## config.mk

```make
export PLATFORM = sky130hd
export DESIGN_NAME = pmx_port_mux
export DESIGN_NICKNAME = d
export VERILOG_FILES = /design/src/rtl/pmx_pkg.sv /design/src/rtl/pmx_port_mux.sv /design/src/rtl/pmx_sync.sv
export SDC_FILE = /design/constraint.sdc
export NUM_CORES = 1
export LEC_CHECK = 0
export BUFFER_PORTS_ARGS = -buffer_cell sky130_fd_sc_hd__buf_2
export CELL_PAD_IN_SITES_DETAIL_PLACEMENT = 1
export CELL_PAD_IN_SITES_GLOBAL_PLACEMENT = 1
export CORE_MARGIN = 2
export CORE_UTILIZATION = 36
export CTS_CLUSTER_DIAMETER = 40
export DETAILED_ROUTE_END_ITERATION = 12
export PLACE_DENSITY_LB_ADDON = 0.1
export SYNTH_ARGS = -nofsm -noshare
export SYNTH_HDL_FRONTEND = slang
export SYNTH_SLANG_ARGS = --single-unit
```

## constraint.sdc

```tcl
create_clock -name clk -period 1.4 [get_ports clk]
set_input_delay 0.07 -clock clk [delete_from_list [all_inputs] [get_ports clk]]
set_output_delay 0.07 -clock clk [all_outputs]
set_load 0.005 [all_outputs]
```

## src/rtl/pmx_pkg.sv

```systemverilog
// constants, register map and state type for the port mode and bus multiplexer
package pmx_pkg;

   // wishbone geometry
   localparam int PMX_DW = 32;
   localparam int PMX_AW = 8;

   // register byte offsets
   localparam logic [7:0] PMX_OFF_MODE_CTL = 8'h00;
   localparam logic [7:0] PMX_OFF_SER_CTL  = 8'h04;
   localparam logic [7:0] PMX_OFF_PORT_A   = 8'h08;
   localparam logic [7:0] PMX_OFF_PORT_B   = 8'h0C;
   localparam logic [7:0] PMX_OFF_PORT_C   = 8'h10;
   localparam logic [7:0] PMX_OFF_PORT_D   = 8'h14;

   // mode control register fields
   localparam int PMX_COUNTER_B_PIN_MODE_LO = 2;
   localparam int PMX_COUNTER_B_PIN_MODE_HI = 3;
   localparam int PMX_PB_LATCH_EN  = 4;
   localparam int PMX_PD_DRIVE_SEL = 5;
   localparam int PMX_BUS_MODE_SEL = 7;

   // serial control register fields
   localparam int PMX_RX_SEL_LO = 4;
   localparam int PMX_RX_SEL_HI = 5;
   localparam int PMX_RX_ENABLE = 6;
   localparam int PMX_TX_ENABLE = 7;

   // special pin positions
   localparam int PMX_PA_STROBE    = 0;
   localparam int PMX_PA_SHIFT_CLK = 4;
   localparam int PMX_PA_COUNTER_B_PIN      = 5;
   localparam int PMX_PA_TX        = 6;
   localparam int PMX_PA_RX        = 7;
   localparam int PMX_PC_ADDR_LO   = 6;

   // reset values
   localparam logic [7:0] PMX_MODE_CTL_RST = 8'h00;
   localparam logic [7:0] PMX_SER_CTL_RST  = 8'h00;
   localparam logic [7:0] PMX_PORT_RST     = 8'hFF;
   localparam logic [7:0] PMX_LATCH_RST    = 8'h00;

   typedef struct packed {
      logic       ack;
      logic [7:0] rdat;
      logic [7:0] modeCtl;
      logic [7:0] serCtl;
      logic [7:0] paData;
      logic [7:0] pbData;
      logic [7:0] pcData;
      logic [7:0] pdData;
      logic [7:0] pbLatch;
      logic       strobePrev;
      logic [7:0] paOut;
      logic [7:0] paOe;
      logic [7:0] pbOut;
      logic [7:0] pbOe;
      logic [7:0] pcOut;
      logic [7:0] pcOe;
      logic [7:0] pdOut;
      logic [7:0] pdOe;
      logic       cntbIn;
      logic       rxIn;
      logic       shiftClk;
      logic       shiftMode;
   } pmx_state_type;

   // port registers at all ones release the port A to C pins, drive select at 0 releases port D; pins idle undriven
   localparam pmx_state_type PMX_STATE_RST = '{
      ack: 1'b0, rdat: 8'h00,
      modeCtl: PMX_MODE_CTL_RST, serCtl: PMX_SER_CTL_RST,
      paData: PMX_PORT_RST, pbData: PMX_PORT_RST,
      pcData: PMX_PORT_RST, pdData: PMX_PORT_RST,
      pbLatch: PMX_LATCH_RST, strobePrev: 1'b1,
      paOut: PMX_PORT_RST, paOe: 8'h00, pbOut: PMX_PORT_RST, pbOe: 8'h00,
      pcOut: PMX_PORT_RST, pcOe: 8'h00, pdOut: PMX_PORT_RST, pdOe: 8'h00,
      cntbIn: 1'b0, rxIn: 1'b1, shiftClk: 1'b0, shiftMode: 1'b0};

endpackage

```

## src/rtl/pmx_port_mux.sv

```systemverilog
// port mode and bus multiplexer: wishbone registers and pin function muxing
//
// The register addresses and the Wishbone slave port were chosen for this implementation.
`timescale 1ns/1ns
module pmx_port_mux
   import pmx_pkg::*;
(
   input  logic              clk,
   input  logic              rst_n,
   input  logic              wb_cyc_i,
   input  logic              wb_stb_i,
   input  logic              wb_we_i,
   input  logic [PMX_AW-1:0] wb_adr_i,
   input  logic [3:0]        wb_sel_i,
   input  logic [PMX_DW-1:0] wb_dat_i,
   output logic [PMX_DW-1:0] wb_dat_o,
   output logic              wb_ack_o,
   input  logic [7:0]        portaIn,
   output logic [7:0]        portaOut,
   output logic [7:0]        portaOe,
   input  logic [7:0]        portbIn,
   output logic [7:0]        portbOut,
   output logic [7:0]        portbOe,
   input  logic [7:0]        portcIn,
   output logic [7:0]        portcOut,
   output logic [7:0]        portcOe,
   input  logic [7:0]        portdIn,
   output logic [7:0]        portdOut,
   output logic [7:0]        portdOe,
   input  logic [1:0]        addrHigh,
   input  logic              counterBOutData,
   input  logic              txSerialData,
   output logic              counterBInput,
   output logic              rxSerialIn,
   output logic              rxShiftClk,
   output logic              rxShiftModeActive
);

   pmx_state_type st_ff;
   pmx_state_type nxt_st;
   logic [31:0]   pinSync;
   logic          req;
   logic          strobeRise;

   // true when the bus address hits the given register offset
   function automatic logic hitReg(input logic [PMX_AW-1:0] adr, input logic [7:0] off);
      hitReg = (adr == off);
   endfunction

   // every pin input crosses two flops before use
   pmx_sync #(
      .W(32)
   ) u_pin_sync (
      .clk  (clk),
      .rst_n(rst_n),
      .din  ({portdIn, portcIn, portbIn, portaIn}),
      .dout (pinSync)
   );

   // bus slave, latch capture and pin function selection
   always_comb begin
      nxt_st = st_ff;
      req = wb_cyc_i & wb_stb_i & ~st_ff.ack;
      strobeRise = pinSync[PMX_PA_STROBE] & ~st_ff.strobePrev;

      // classic wishbone: ack one cycle after request, drops the next
      nxt_st.ack = req;
      nxt_st.rdat = 8'h00;
      if (req && !wb_we_i) begin
         if (hitReg(wb_adr_i, PMX_OFF_MODE_CTL)) begin
            nxt_st.rdat = st_ff.modeCtl;
         end else if (hitReg(wb_adr_i, PMX_OFF_SER_CTL)) begin
            nxt_st.rdat = st_ff.serCtl;
         end else if (hitReg(wb_adr_i, PMX_OFF_PORT_A)) begin
            nxt_st.rdat = pinSync[7:0];
         end else if (hitReg(wb_adr_i, PMX_OFF_PORT_B)) begin
            // latched mode returns the stored value, not live pins
            nxt_st.rdat = st_ff.modeCtl[PMX_PB_LATCH_EN] ? st_ff.pbLatch : pinSync[15:8];
         end else if (hitReg(wb_adr_i, PMX_OFF_PORT_C)) begin
            nxt_st.rdat = pinSync[23:16];
         end else if (hitReg(wb_adr_i, PMX_OFF_PORT_D)) begin
            nxt_st.rdat = pinSync[31:24];
         end
      end

      // writes land on the edge that raises ack; unmapped writes are dropped
      if (req && wb_we_i && wb_sel_i[0]) begin
         if (hitReg(wb_adr_i, PMX_OFF_MODE_CTL)) begin
            nxt_st.modeCtl = wb_dat_i[7:0];
         end else if (hitReg(wb_adr_i, PMX_OFF_SER_CTL)) begin
            nxt_st.serCtl = wb_dat_i[7:0];
         end else if (hitReg(wb_adr_i, PMX_OFF_PORT_A)) begin
            nxt_st.paData = wb_dat_i[7:0];
         end else if (hitReg(wb_adr_i, PMX_OFF_PORT_B)) begin
            nxt_st.pbData = wb_dat_i[7:0];
         end else if (hitReg(wb_adr_i, PMX_OFF_PORT_C)) begin
            nxt_st.pcData = wb_dat_i[7:0];
         end else if (hitReg(wb_adr_i, PMX_OFF_PORT_D)) begin
            nxt_st.pdData = wb_dat_i[7:0];
         end
      end

      // rising edge on the strobe pin captures port B
      nxt_st.strobePrev = pinSync[PMX_PA_STROBE];
      if (st_ff.modeCtl[PMX_PB_LATCH_EN] && strobeRise) begin
         nxt_st.pbLatch = pinSync[15:8];
      end

      // a port bit at 1 releases the pin to its pull-up, 0 pulls it low
      nxt_st.paOut = st_ff.paData;
      nxt_st.paOe  = ~st_ff.paData;
      nxt_st.pbOut = st_ff.pbData;
      nxt_st.pbOe  = ~st_ff.pbData;
      nxt_st.pcOut = st_ff.pcData;
      nxt_st.pcOe  = ~st_ff.pcData;

      // shift mode only with receiver on and both selects set
      nxt_st.shiftMode = st_ff.serCtl[PMX_RX_ENABLE] & st_ff.serCtl[PMX_RX_SEL_HI]
                         & st_ff.serCtl[PMX_RX_SEL_LO];
      if (st_ff.shiftMode) begin
         nxt_st.paOe[PMX_PA_SHIFT_CLK] = 1'b0;
      end
      nxt_st.shiftClk = st_ff.shiftMode & pinSync[PMX_PA_SHIFT_CLK];

      // counter B pin: input wins over output when the high bit is set
      nxt_st.cntbIn = 1'b0;
      if (st_ff.modeCtl[PMX_COUNTER_B_PIN_MODE_HI]) begin
         nxt_st.paOe[PMX_PA_COUNTER_B_PIN] = 1'b0;
         nxt_st.cntbIn = pinSync[PMX_PA_COUNTER_B_PIN];
      end else if (st_ff.modeCtl[PMX_COUNTER_B_PIN_MODE_LO]) begin
         nxt_st.paOut[PMX_PA_COUNTER_B_PIN] = counterBOutData;
         nxt_st.paOe[PMX_PA_COUNTER_B_PIN]  = 1'b1;
      end

      // serial output driven hard, not through the pull-up
      if (st_ff.serCtl[PMX_TX_ENABLE]) begin
         nxt_st.paOut[PMX_PA_TX] = txSerialData;
         nxt_st.paOe[PMX_PA_TX]  = 1'b1;
      end

      // serial input idles high like a quiet line
      nxt_st.rxIn = 1'b1;
      if (st_ff.serCtl[PMX_RX_ENABLE]) begin
         nxt_st.paOe[PMX_PA_RX] = 1'b0;
         nxt_st.rxIn = pinSync[PMX_PA_RX];
      end

      // latched input mode floats all of port B
      if (st_ff.modeCtl[PMX_PB_LATCH_EN]) begin
         nxt_st.pbOe = 8'h00;
      end

      // full address mode hands the top two port C pins to the address bus
      if (st_ff.modeCtl[PMX_BUS_MODE_SEL]) begin
         nxt_st.pcOut[PMX_PC_ADDR_LO+1:PMX_PC_ADDR_LO] = addrHigh;
         nxt_st.pcOe[PMX_PC_ADDR_LO+1:PMX_PC_ADDR_LO]  = 2'h3;
      end

      // port D switches as a whole; no per-bit direction exists
      nxt_st.pdOut = st_ff.pdData;
      nxt_st.pdOe  = {8{st_ff.modeCtl[PMX_PD_DRIVE_SEL]}};
   end

   // single state register, synchronous reset
   always_ff @(posedge clk) begin
      if (!rst_n) begin
         st_ff <= PMX_STATE_RST;
      end else begin
         st_ff <= nxt_st;
      end
   end

   // all outputs come straight from the state register
   assign wb_ack_o          = st_ff.ack;
   assign wb_dat_o          = {24'h000000, st_ff.rdat};
   assign portaOut          = st_ff.paOut;
   assign portaOe           = st_ff.paOe;
   assign portbOut          = st_ff.pbOut;
   assign portbOe           = st_ff.pbOe;
   assign portcOut          = st_ff.pcOut;
   assign portcOe           = st_ff.pcOe;
   assign portdOut          = st_ff.pdOut;
   assign portdOe           = st_ff.pdOe;
   assign counterBInput     = st_ff.cntbIn;
   assign rxSerialIn        = st_ff.rxIn;
   assign rxShiftClk        = st_ff.shiftClk;
   assign rxShiftModeActive = st_ff.shiftMode;
endmodule

```

## src/rtl/pmx_sync.sv

```systemverilog
// two-flop synchroniser for pin inputs
`timescale 1ns/1ns
module pmx_sync #(
   parameter int W = 8
) (
   input  logic         clk,
   input  logic         rst_n,
   input  logic [W-1:0] din,
   output logic [W-1:0] dout
);

   typedef struct packed {
      logic [W-1:0] meta;
      logic [W-1:0] stable;
   } pmx_sync_state_type;

   pmx_sync_state_type st_ff;
   pmx_sync_state_type nxt_st;

   // meta feeds only the second stage, never any logic
   always_comb begin
      nxt_st.meta   = din;
      nxt_st.stable = st_ff.meta;
   end

   // idle value ones matches pulled-up pins
   always_ff @(posedge clk) begin
      if (!rst_n) begin
         st_ff <= '{meta: '1, stable: '1};
      end else begin
         st_ff <= nxt_st;
      end
   end

   assign dout = st_ff.stable;

endmodule

```

-- After elaboration in Yosys (flattened, before gate mapping)
Cells that the tools add are included.
- equality and inequality tests: 5
- multiplexer cells: 14
- bitwise logic cells: 17
- reductions and logical operators: 19
- operators with widths (cell ; number):
    $mux W8 ; 7
    $not A8 Y8 ; 3
    $eq A8 B4 Y1 const B ; 2
    $eq A8 B5 Y1 const B ; 2
    $eq A8 B3 Y1 const B ; 1
    $logic_not A8 Y1 ; 1
    $not A1 Y1 ; 8
    $reduce_and A2 Y1 ; 4
    $reduce_or A2 Y1 ; 4
    $reduce_and A7 Y1 ; 1
    $and A1 B1 Y1 ; 6
    $reduce_and A6 Y1 ; 1
    $mux W1 ; 5
    $reduce_and A5 Y1 ; 1
    $logic_and A1 B1 Y1 ; 4
    $mux W2 ; 2
    $reduce_and A4 Y1 ; 1
    $reduce_and A3 Y1 ; 1
    $logic_not A1 Y1 ; 1
- register bits after elaboration: 191
- input port bits: 85
- output and inout bits: 101

-- Logic depth before layout (Yosys ltp)
Gate-level depths: netlist of the first run.
- depth after elaboration: 7
- gate-level depth with buffers: 6
- depth with buffers taken out: 4

-- Hierarchy
Synthesis of the first run repeated with hierarchy kept, for this count alone.
- cell total of the unflattened synthesis: 660
- area, all modules: 6952.9 sq um
- by module, submodules not included (module ; instances ; cells each ; area an instance (sq um) ; seq. area each (sq um)):
    pmx_port_mux ; 1 ; 526 ; 5236.3 ; 2542.4
    pmx_sync ; 1 ; 134 ; 1716.6 ; 1281.2

-- Worst setup path before layout of the first run
No wires, ideal clock.
- kind: reg-to-reg
- from: reg st_ff (netlist bit wb_ack_o)
- to: reg st_ff (netlist bit nxt_st[49])
- setup time: 0.121 ns
- arrival: 1.350 ns
- required time: 1.279 ns
- path slack: -0.071 ns
- stages on the path, launching flop included: 5
- path buffers: 0
- clock period less this slack: 1.471 ns
- cells stage by stage: dfxtp_1 -> and3b_1 -> nand4_2 -> nor2_8 -> mux2_2
- word-level cells in the longest chain between the ends: 5
- RTL lines (element ; line ; text):
    from (decl) ; pmx_port_mux.sv:39 ; pmx_state_type st_ff;
    from (signal assigned) ; pmx_port_mux.sv:169 ; st_ff <= nxt_st;
    $not A1 Y1 ; pmx_port_mux.sv:63 ; req = wb_cyc_i & wb_stb_i & ~st_ff.ack;
    $and A1 B1 Y1 ; pmx_port_mux.sv:63 ;
    $logic_and A1 B1 Y1 (2 in series) ; pmx_port_mux.sv:87 ; if (req && wb_we_i && wb_sel_i[0]) begin
    $reduce_and A5 Y1 (no line) ; - ;
No other way between the ends.
A chain may end at the register's enable or synchronous reset.

-- Final worst setup path of the first run
- from: reg st_ff (netlist bit wb_ack_o)
- to: reg st_ff[107] (netlist bit)
- word-level cells in the longest chain between the ends: 5
- RTL lines (element ; line):
    $not A1 Y1 ; pmx_port_mux.sv:63
    $and A1 B1 Y1 ; pmx_port_mux.sv:63
    $logic_and A1 B1 Y1 (2 in series) ; pmx_port_mux.sv:87
    $reduce_and A4 Y1 (no line) ; -
No other way between the ends.

==> results.sh, run 1 <==
export IMPL_syn_area_um2=7050
export IMPL_fin_crit_ns=1.42
export IMPL_area_growth_pct=23.3
export IMPL_clock_skew_ns=0.00756
export IMPL_routed_wl_um=15300
export IMPL_synth_edff_count=0
export IMPL_setup_viol=2
export IMPL_avgViaCountPerCell=4.23
export IMPL_port_buffers=134
export IMPL_synth_cell_types=38
export IMPL_initial_core_util_pct=36.5
export IMPL_fin_crit_sh_pct=101
export IMPL_p_seq_share_pct=50.8
export IMPL_finalNetCount=892
export IMPL_cts_tree="yes"
export IMPL_die_w_um=144
export IMPL_die_height_um=144
export IMPL_ys_flop_type="dfxtp_1"
export IMPL_first_pass_iters=4
export IMPL_antenna_found_initial=0
export IMPL_p_sw_uw=2350
export IMPL_routedWlPerCell_um=14.2
export IMPL_critPathMaxFanout=7
export IMPL_ys_warnings_count=0
export IMPL_p_comb_share_pct=5.3
export IMPL_cap_viol_max_count=0
export IMPL_status="finished with violations"
export IMPL_clock_path_buffers=2
export IMPL_end_kind="flip-flop"
export IMPL_row_count=51
export IMPL_postSynthCellCount=684
export IMPL_power_per_cell_area_nw_per_um2=1250
export IMPL_yosys_register_bits=191
export IMPL_fmax_ghz=0.707
export IMPL_clkPwrFrac_pct=43.8
export IMPL_grt_max_degree=67
export IMPL_setup_slack_ns=-0.0153
export IMPL_ant_nets=0
export IMPL_core_um2=19300
export IMPL_clkTransAtPathRegs_ns=0.07
export IMPL_first_iter_violations=186
export IMPL_grt_pass1_wl_um=23900
export IMPL_intPower_uw=8560
export IMPL_diodes=0
export IMPL_synth_area_per_cell_um2=10.3
export IMPL_hpwl_um=11000
export IMPL_pre_cts_ws_ns=-0.0606
export IMPL_layout_drive_gt1_share_pct=26.0
export IMPL_grt_ovfl_total=0
export IMPL_die_area_um2=20700
export IMPL_synthArstFlopShare_pct=0
export IMPL_htree_levels=4
export IMPL_gp_congestion=0.781
export IMPL_drc=0
export IMPL_root_buffer="clkbuf_16"
export IMPL_cts_buffers=17
export IMPL_ys_seq_area_share_pct=54.2
export IMPL_tns_ns=-0.0200
export IMPL_grtUsageTotal_pct=15.2
export IMPL_failed_checks="negative setup slack"
export IMPL_critPathKind="flip-flop to flip-flop"
export IMPL_switching_share_pct=21.6
export IMPL_maxSlewViolCount=0
export IMPL_rsz0062_at_grt="yes"
export IMPL_total_leakage_power_uw=0.00376
export IMPL_cp_data_arrival_time_ns=1.72
export IMPL_maxSlewHeadroom_pct=60.0
export IMPL_tightest_slew_ns=0.601
export IMPL_final_hold_viol_count=0
export IMPL_critPathLaunchType="flip-flop"
export IMPL_vdd_drop_max_v=0.000847
export IMPL_holdCritPathClass="input pin to flip-flop"
export IMPL_vias=4586
export IMPL_grt_pass1_vias=4602
export IMPL_clk_latency_ns=0.42
export IMPL_cp_data_required_time_ns=1.71
export IMPL_io_pins=186
export IMPL_clkSinkCount=191
-- stage by stage --
| stage | instance area (um2) | std cells | hold slack [ns] | util [%] | total power (uW) |
|---|---|---|---|---|---|
| after global placement | 7590 | 1005 | 0.250 | 39.2 | 6150 |
| after CTS | 8650 | 1082 | 0.0511 | 44.7 | 11100 |
| after global routing | 8690 | 1084 | 0.0733 | 45.0 | 11400 |
| after floorplan | 7150 | 707 | 0.171 | - | 5980 |
| final | 8690 | 1084 | 0.0746 | 45.0 | 10900 |
| after detailed placement | 7590 | 1005 | 0.255 | 39.2 | 6160 |
-- layout by cell type, fill, tap and decap left out, types with 2 or more instances in the layout --
master,count
buf_4,20
clkinv_2,2
and3_1,2
o21ai_0,14
buf_2,133
bufinv_16,2
nor3_4,2
clkbuf_8,2
clkinv_4,3
a32o_1,7
nor2_1,24
nand2b_1,81
conb_1,24
nand3b_1,3
mux2i_1,58
a21boi_0,3
dlygate4sd3_1,44
nor4bb_1,2
nand4_2,2
a21oi_1,27
dfxtp_1,190
and2_1,4
buf_6,3
inv_6,4
inv_1,18
and4b_1,3
nand2_1,52
buf_12,8
mux2_4,2
clkbuf_16,17
nor2b_1,41
-- worst max-delay path: stages (launching register included) --
cell and delay [ns]:
dfxtp_2 0.33, and3b_2 0.31, and4_4 0.25, buf_12 0.13, mux2i_2 0.21, nand2_1 0.07
-- power by group through the flow --
stage	combinational, uW	clock (uW)	sequential, uW
floorplan	320	0	5660
global placement	481	0	5670
detailed placement	489	0	5670
global route	647	5180	5550
finish	581	4780	5550
CTS	587	4950	5550
-- cell type report --
| type | count | area (um2) |
|---|---|---|
| well taps | 265 | 332 |
| fillers | 2160 | 10600 |
| clock inverters | 11 | 131 |
| repair buffers | 209 | 1470 |
| clock buffers | 20 | 457 |
| multi-input cells | 370 | 2410 |
| inverters | 18 | 67.6 |
| flip-flops and latches | 191 | 3820 |
-- timing repair --
item | 4_1_cts | 5_1_grt
pin swaps | 1 | 3
endpoints found under the hold margin | 52 | 0
setup buffers | 2 | 2
hold buffers | 44 | 0
setup endpoints to repair | 19 | 36
resized for setup | 6 | 8
-- cell families after synthesis --
| kind of cell | count (synthesis) | share of synthesized area, % |
|---|---|---|
| muxes | 61 | 8.69 |
| AOI/OAI and AO/OA | 54 | 4.52 |
| and+or+nand+nor | 231 | 19.2 |
| DFF | 191 | 54.2 |
| buffers and inverters | 146 | 13.3 |
| other | 1 | 0.0532 |
-- final timing paths --
path | start | end | slack [ns] | cells past startpoint
setup / recovery | wb_ack_o | st_ff[107] | -0.02 | 5
hold / removal | rst_n | nxt_st[28] | 0.07 | 3
setup reg to reg | wb_ack_o | st_ff[107] | -0.02 | 5
hold reg to reg | nxt_st[63] | portaOe[3] | 0.40 | 1
-- cells in the mapped netlist, types with 4 or more instances --
library cell  instances  share of area [%]
inv_1                18               0.96
dfxtp_1             191                 54
nor2b_1              42                3.7
nand2b_1             81                7.2
and2_1                4               0.35
mux2i_1              59                8.4
buf_2                10               0.71
o21ai_0              15                1.1
nor2_1               24                1.3
a32o_1                7               0.99
clkbuf_1             17               0.90
nand2_1              52                2.8
buf_4               100                 11
a21oi_1              27                1.9
-- layer usage --
metal  global-route usage [%]  wire length (um)
met1                     18.0              6710
met5                        0                 0
met4                     4.80               131
met2                     27.2              7940
met3                     3.40               565
-- flip-flops by register name, summed over array words and instances (netlist names) --
| register | cells |
|---|---|
| counterBInput | 1 |
| nxt_st | 29 |
| portaOe | 8 |
| portaOut | 8 |
| portbOe | 8 |
| portbOut | 8 |
| portcOe | 8 |
| portcOut | 8 |
| portdOe | 1 |
| portdOut | 8 |
| rxSerialIn | 1 |
| rxShiftClk | 1 |
| rxShiftModeActive | 1 |
| st_ff | 28 |
| u_pin_sync.dout | 32 |
| u_pin_sync.nxt_st | 32 |
| wb_ack_o | 1 |
| wb_dat_o | 8 |
No activity file was read; power rests on OpenSTA's default activity.
==> run 2: changes to the inputs <==
- CORE_UTILIZATION: 36 -> 37
- CTS_BUF_LIST: not set -> sky130_fd_sc_hd__clkbuf_4 sky130_fd_sc_hd__clkbuf_8
==> results.sh, run 2 (synthesis results as in run 1) <==
export IMPL_first_iter_violations=141
export IMPL_final_common_cell="dfxtp_1"
export IMPL_hpwl_um=10900
export IMPL_root_buffer="clkbuf_8"
export IMPL_die_area_um2=20200
export IMPL_clkSinkCount=191
export IMPL_area_growth_pct=20.8
export IMPL_critPathLaunchType="flip-flop"
export IMPL_cts_tree="yes"
export IMPL_cp_data_arrival_time_ns=1.76
export IMPL_cp_data_required_time_ns=1.75
export IMPL_routed_wl_um=15200
export IMPL_holdCritPathClass="input pin to flip-flop"
export IMPL_critPathKind="flip-flop to flip-flop"
export IMPL_clock_skew_ns=0.0112
export IMPL_status="finished with violations"
export IMPL_cp_slowest_cell="dfxtp_2"
export IMPL_crit_chain="and3b_2 > nand4_4 > nor2_8 > mux2_2"
export IMPL_vias=4652
export IMPL_diodes=0
export IMPL_failed_checks="negative setup slack"
export IMPL_port_buffers=134
export IMPL_first_pass_iters=4
export IMPL_setup_slack_ns=-0.00913
export IMPL_dpl_cell_area_um2=7570
export IMPL_io_pins=186
export IMPL_maxSlewViolCount=0
export IMPL_routedWlPerCell_um=14.4
export IMPL_clock_path_buffers=2
export IMPL_layout_drive_gt1_share_pct=26.3
export IMPL_fin_crit_sh_pct=101
export IMPL_rrSetupSlack_ns=-0.009
export IMPL_die_height_um=142
export IMPL_htree_levels=4
export IMPL_row_count=50
export IMPL_finalNonFillerCells=1055
export IMPL_drc=0
export IMPL_vdd_drop_max_v=0.000571
export IMPL_final_hold_viol_count=0
export IMPL_fmax_ghz=0.710
export IMPL_finalNetCount=894
export IMPL_ant_nets=0
export IMPL_clk_latency_ns=0.46
export IMPL_grt_pass1_vias=4630
export IMPL_grt_pass1_wl_um=23600
export IMPL_core_um2=18700
export IMPL_critPathMaxFanout=5
export IMPL_initial_core_util_pct=37.7
export IMPL_setup_viol=1
export IMPL_fin_area_um2=8520
export IMPL_end_kind="flip-flop"
export IMPL_total_leakage_power_uw=0.00368
export IMPL_final_cell_mix="dfxtp_1, buf_2, nand2b_1"
export IMPL_grtUsageTotal_pct=15.1
export IMPL_slowest_delay_ns=0.34
export IMPL_rsz0062_at_grt="yes"
export IMPL_antenna_found_initial=0
export IMPL_grt_ovfl_total=0
export IMPL_fillers=2079
export IMPL_register_area_um2=3820
export IMPL_dpl_cell_count=973
export IMPL_cap_viol_max_count=0
export IMPL_fin_crit_ns=1.41
export IMPL_grt_max_degree=66
export IMPL_power_per_cell_area_nw_per_um2=1150
export IMPL_multi_input_area_um2=2410
export IMPL_utilization_pct=45.5
export IMPL_cts_buffers=17
export IMPL_die_w_um=142
export IMPL_gp_congestion=0.841
export IMPL_avgViaCountPerCell=4.41
export IMPL_clkTransAtPathRegs_ns=0.09
run 2: cell count changes in the layout (fill, tap and decap cells not counted), sizes merged:
cell         previous run  this run
clkinv                  5         1
inv                    22        20
clkinvlp                0         3
clkbuf                 20        24
dlygate4sd3            44        45
run 2: report_power, final:
part	switching (uW)	leakage, uW	internal, uW
Combinational	283	0.00192	304
Clock	1870	0.000199	1790
Sequential	26.4	0.00156	5520
run 2: critical path: cells and delay by family (launching register included):
| kind | cells | cell delay [ns] |
|---|---|---|
| simple gates | 3 | 0.63 |
| flops | 1 | 0.34 |
| mux | 1 | 0.34 |
run 2: area by class of cell:
class / instances / share of cell area (%)
clock buffers: 23 / 3.50
repair buffers: 211 / 17.8
well taps: 234 / 3.44
inverters: 18 / 0.793
clock inverters: 8 / 1.23
flip-flops and latches: 191 / 44.9
multi-input cells: 370 / 28.3
run 2: worst paths after layout:
path,depth (start not counted),startpoint,to
min,3,wb_adr_i[5],wb_dat_o[4]
max,4,wb_ack_o,nxt_st[49]
max reg2reg,4,wb_ack_o,nxt_st[49]
min reg2reg,1,nxt_st[61],portaOe[1]
run 2: stage by stage:
| step | setup WS [ns] | hold WS, ns | power (uW) | setup TNS (ns) |
|---|---|---|---|---|
| after CTS | -0.0270 | 0.0192 | 9940 | -0.0967 |
| after detailed placement | -0.0437 | 0.255 | 6170 | -0.428 |
| after global routing | -0.0729 | 0.0216 | 10200 | -1.55 |
| final | -0.00913 | 0.0354 | 9790 | -0.00913 |
| after floorplan | 0.0124 | 0.171 | 5980 | 0 |
| after global placement | -0.00387 | 0.250 | 6160 | -0.0189 |
run 2: timing repair:
action | 4_1_cts | 5_1_grt
endpoints found under the hold margin | 68 | 0
hold buffers | 45 | 0
resized for setup | 4 | 7
pin swaps | 1 | 1
setup buffers | 1 | 5
setup endpoints to repair | 27 | 41
gates cloned | 0 | 1
run 2: metal layers:
layer | share of wire, % | vias up | track usage [%]
li1 | - | 2326 | -
met1 | 44 | 2214 | 18.1
met5 | 0 | - | 0
met2 | 51 | 98 | 26.6
met3 | 3.6 | 14 | 3.06
met4 | 1.3 | 0 | 6.00
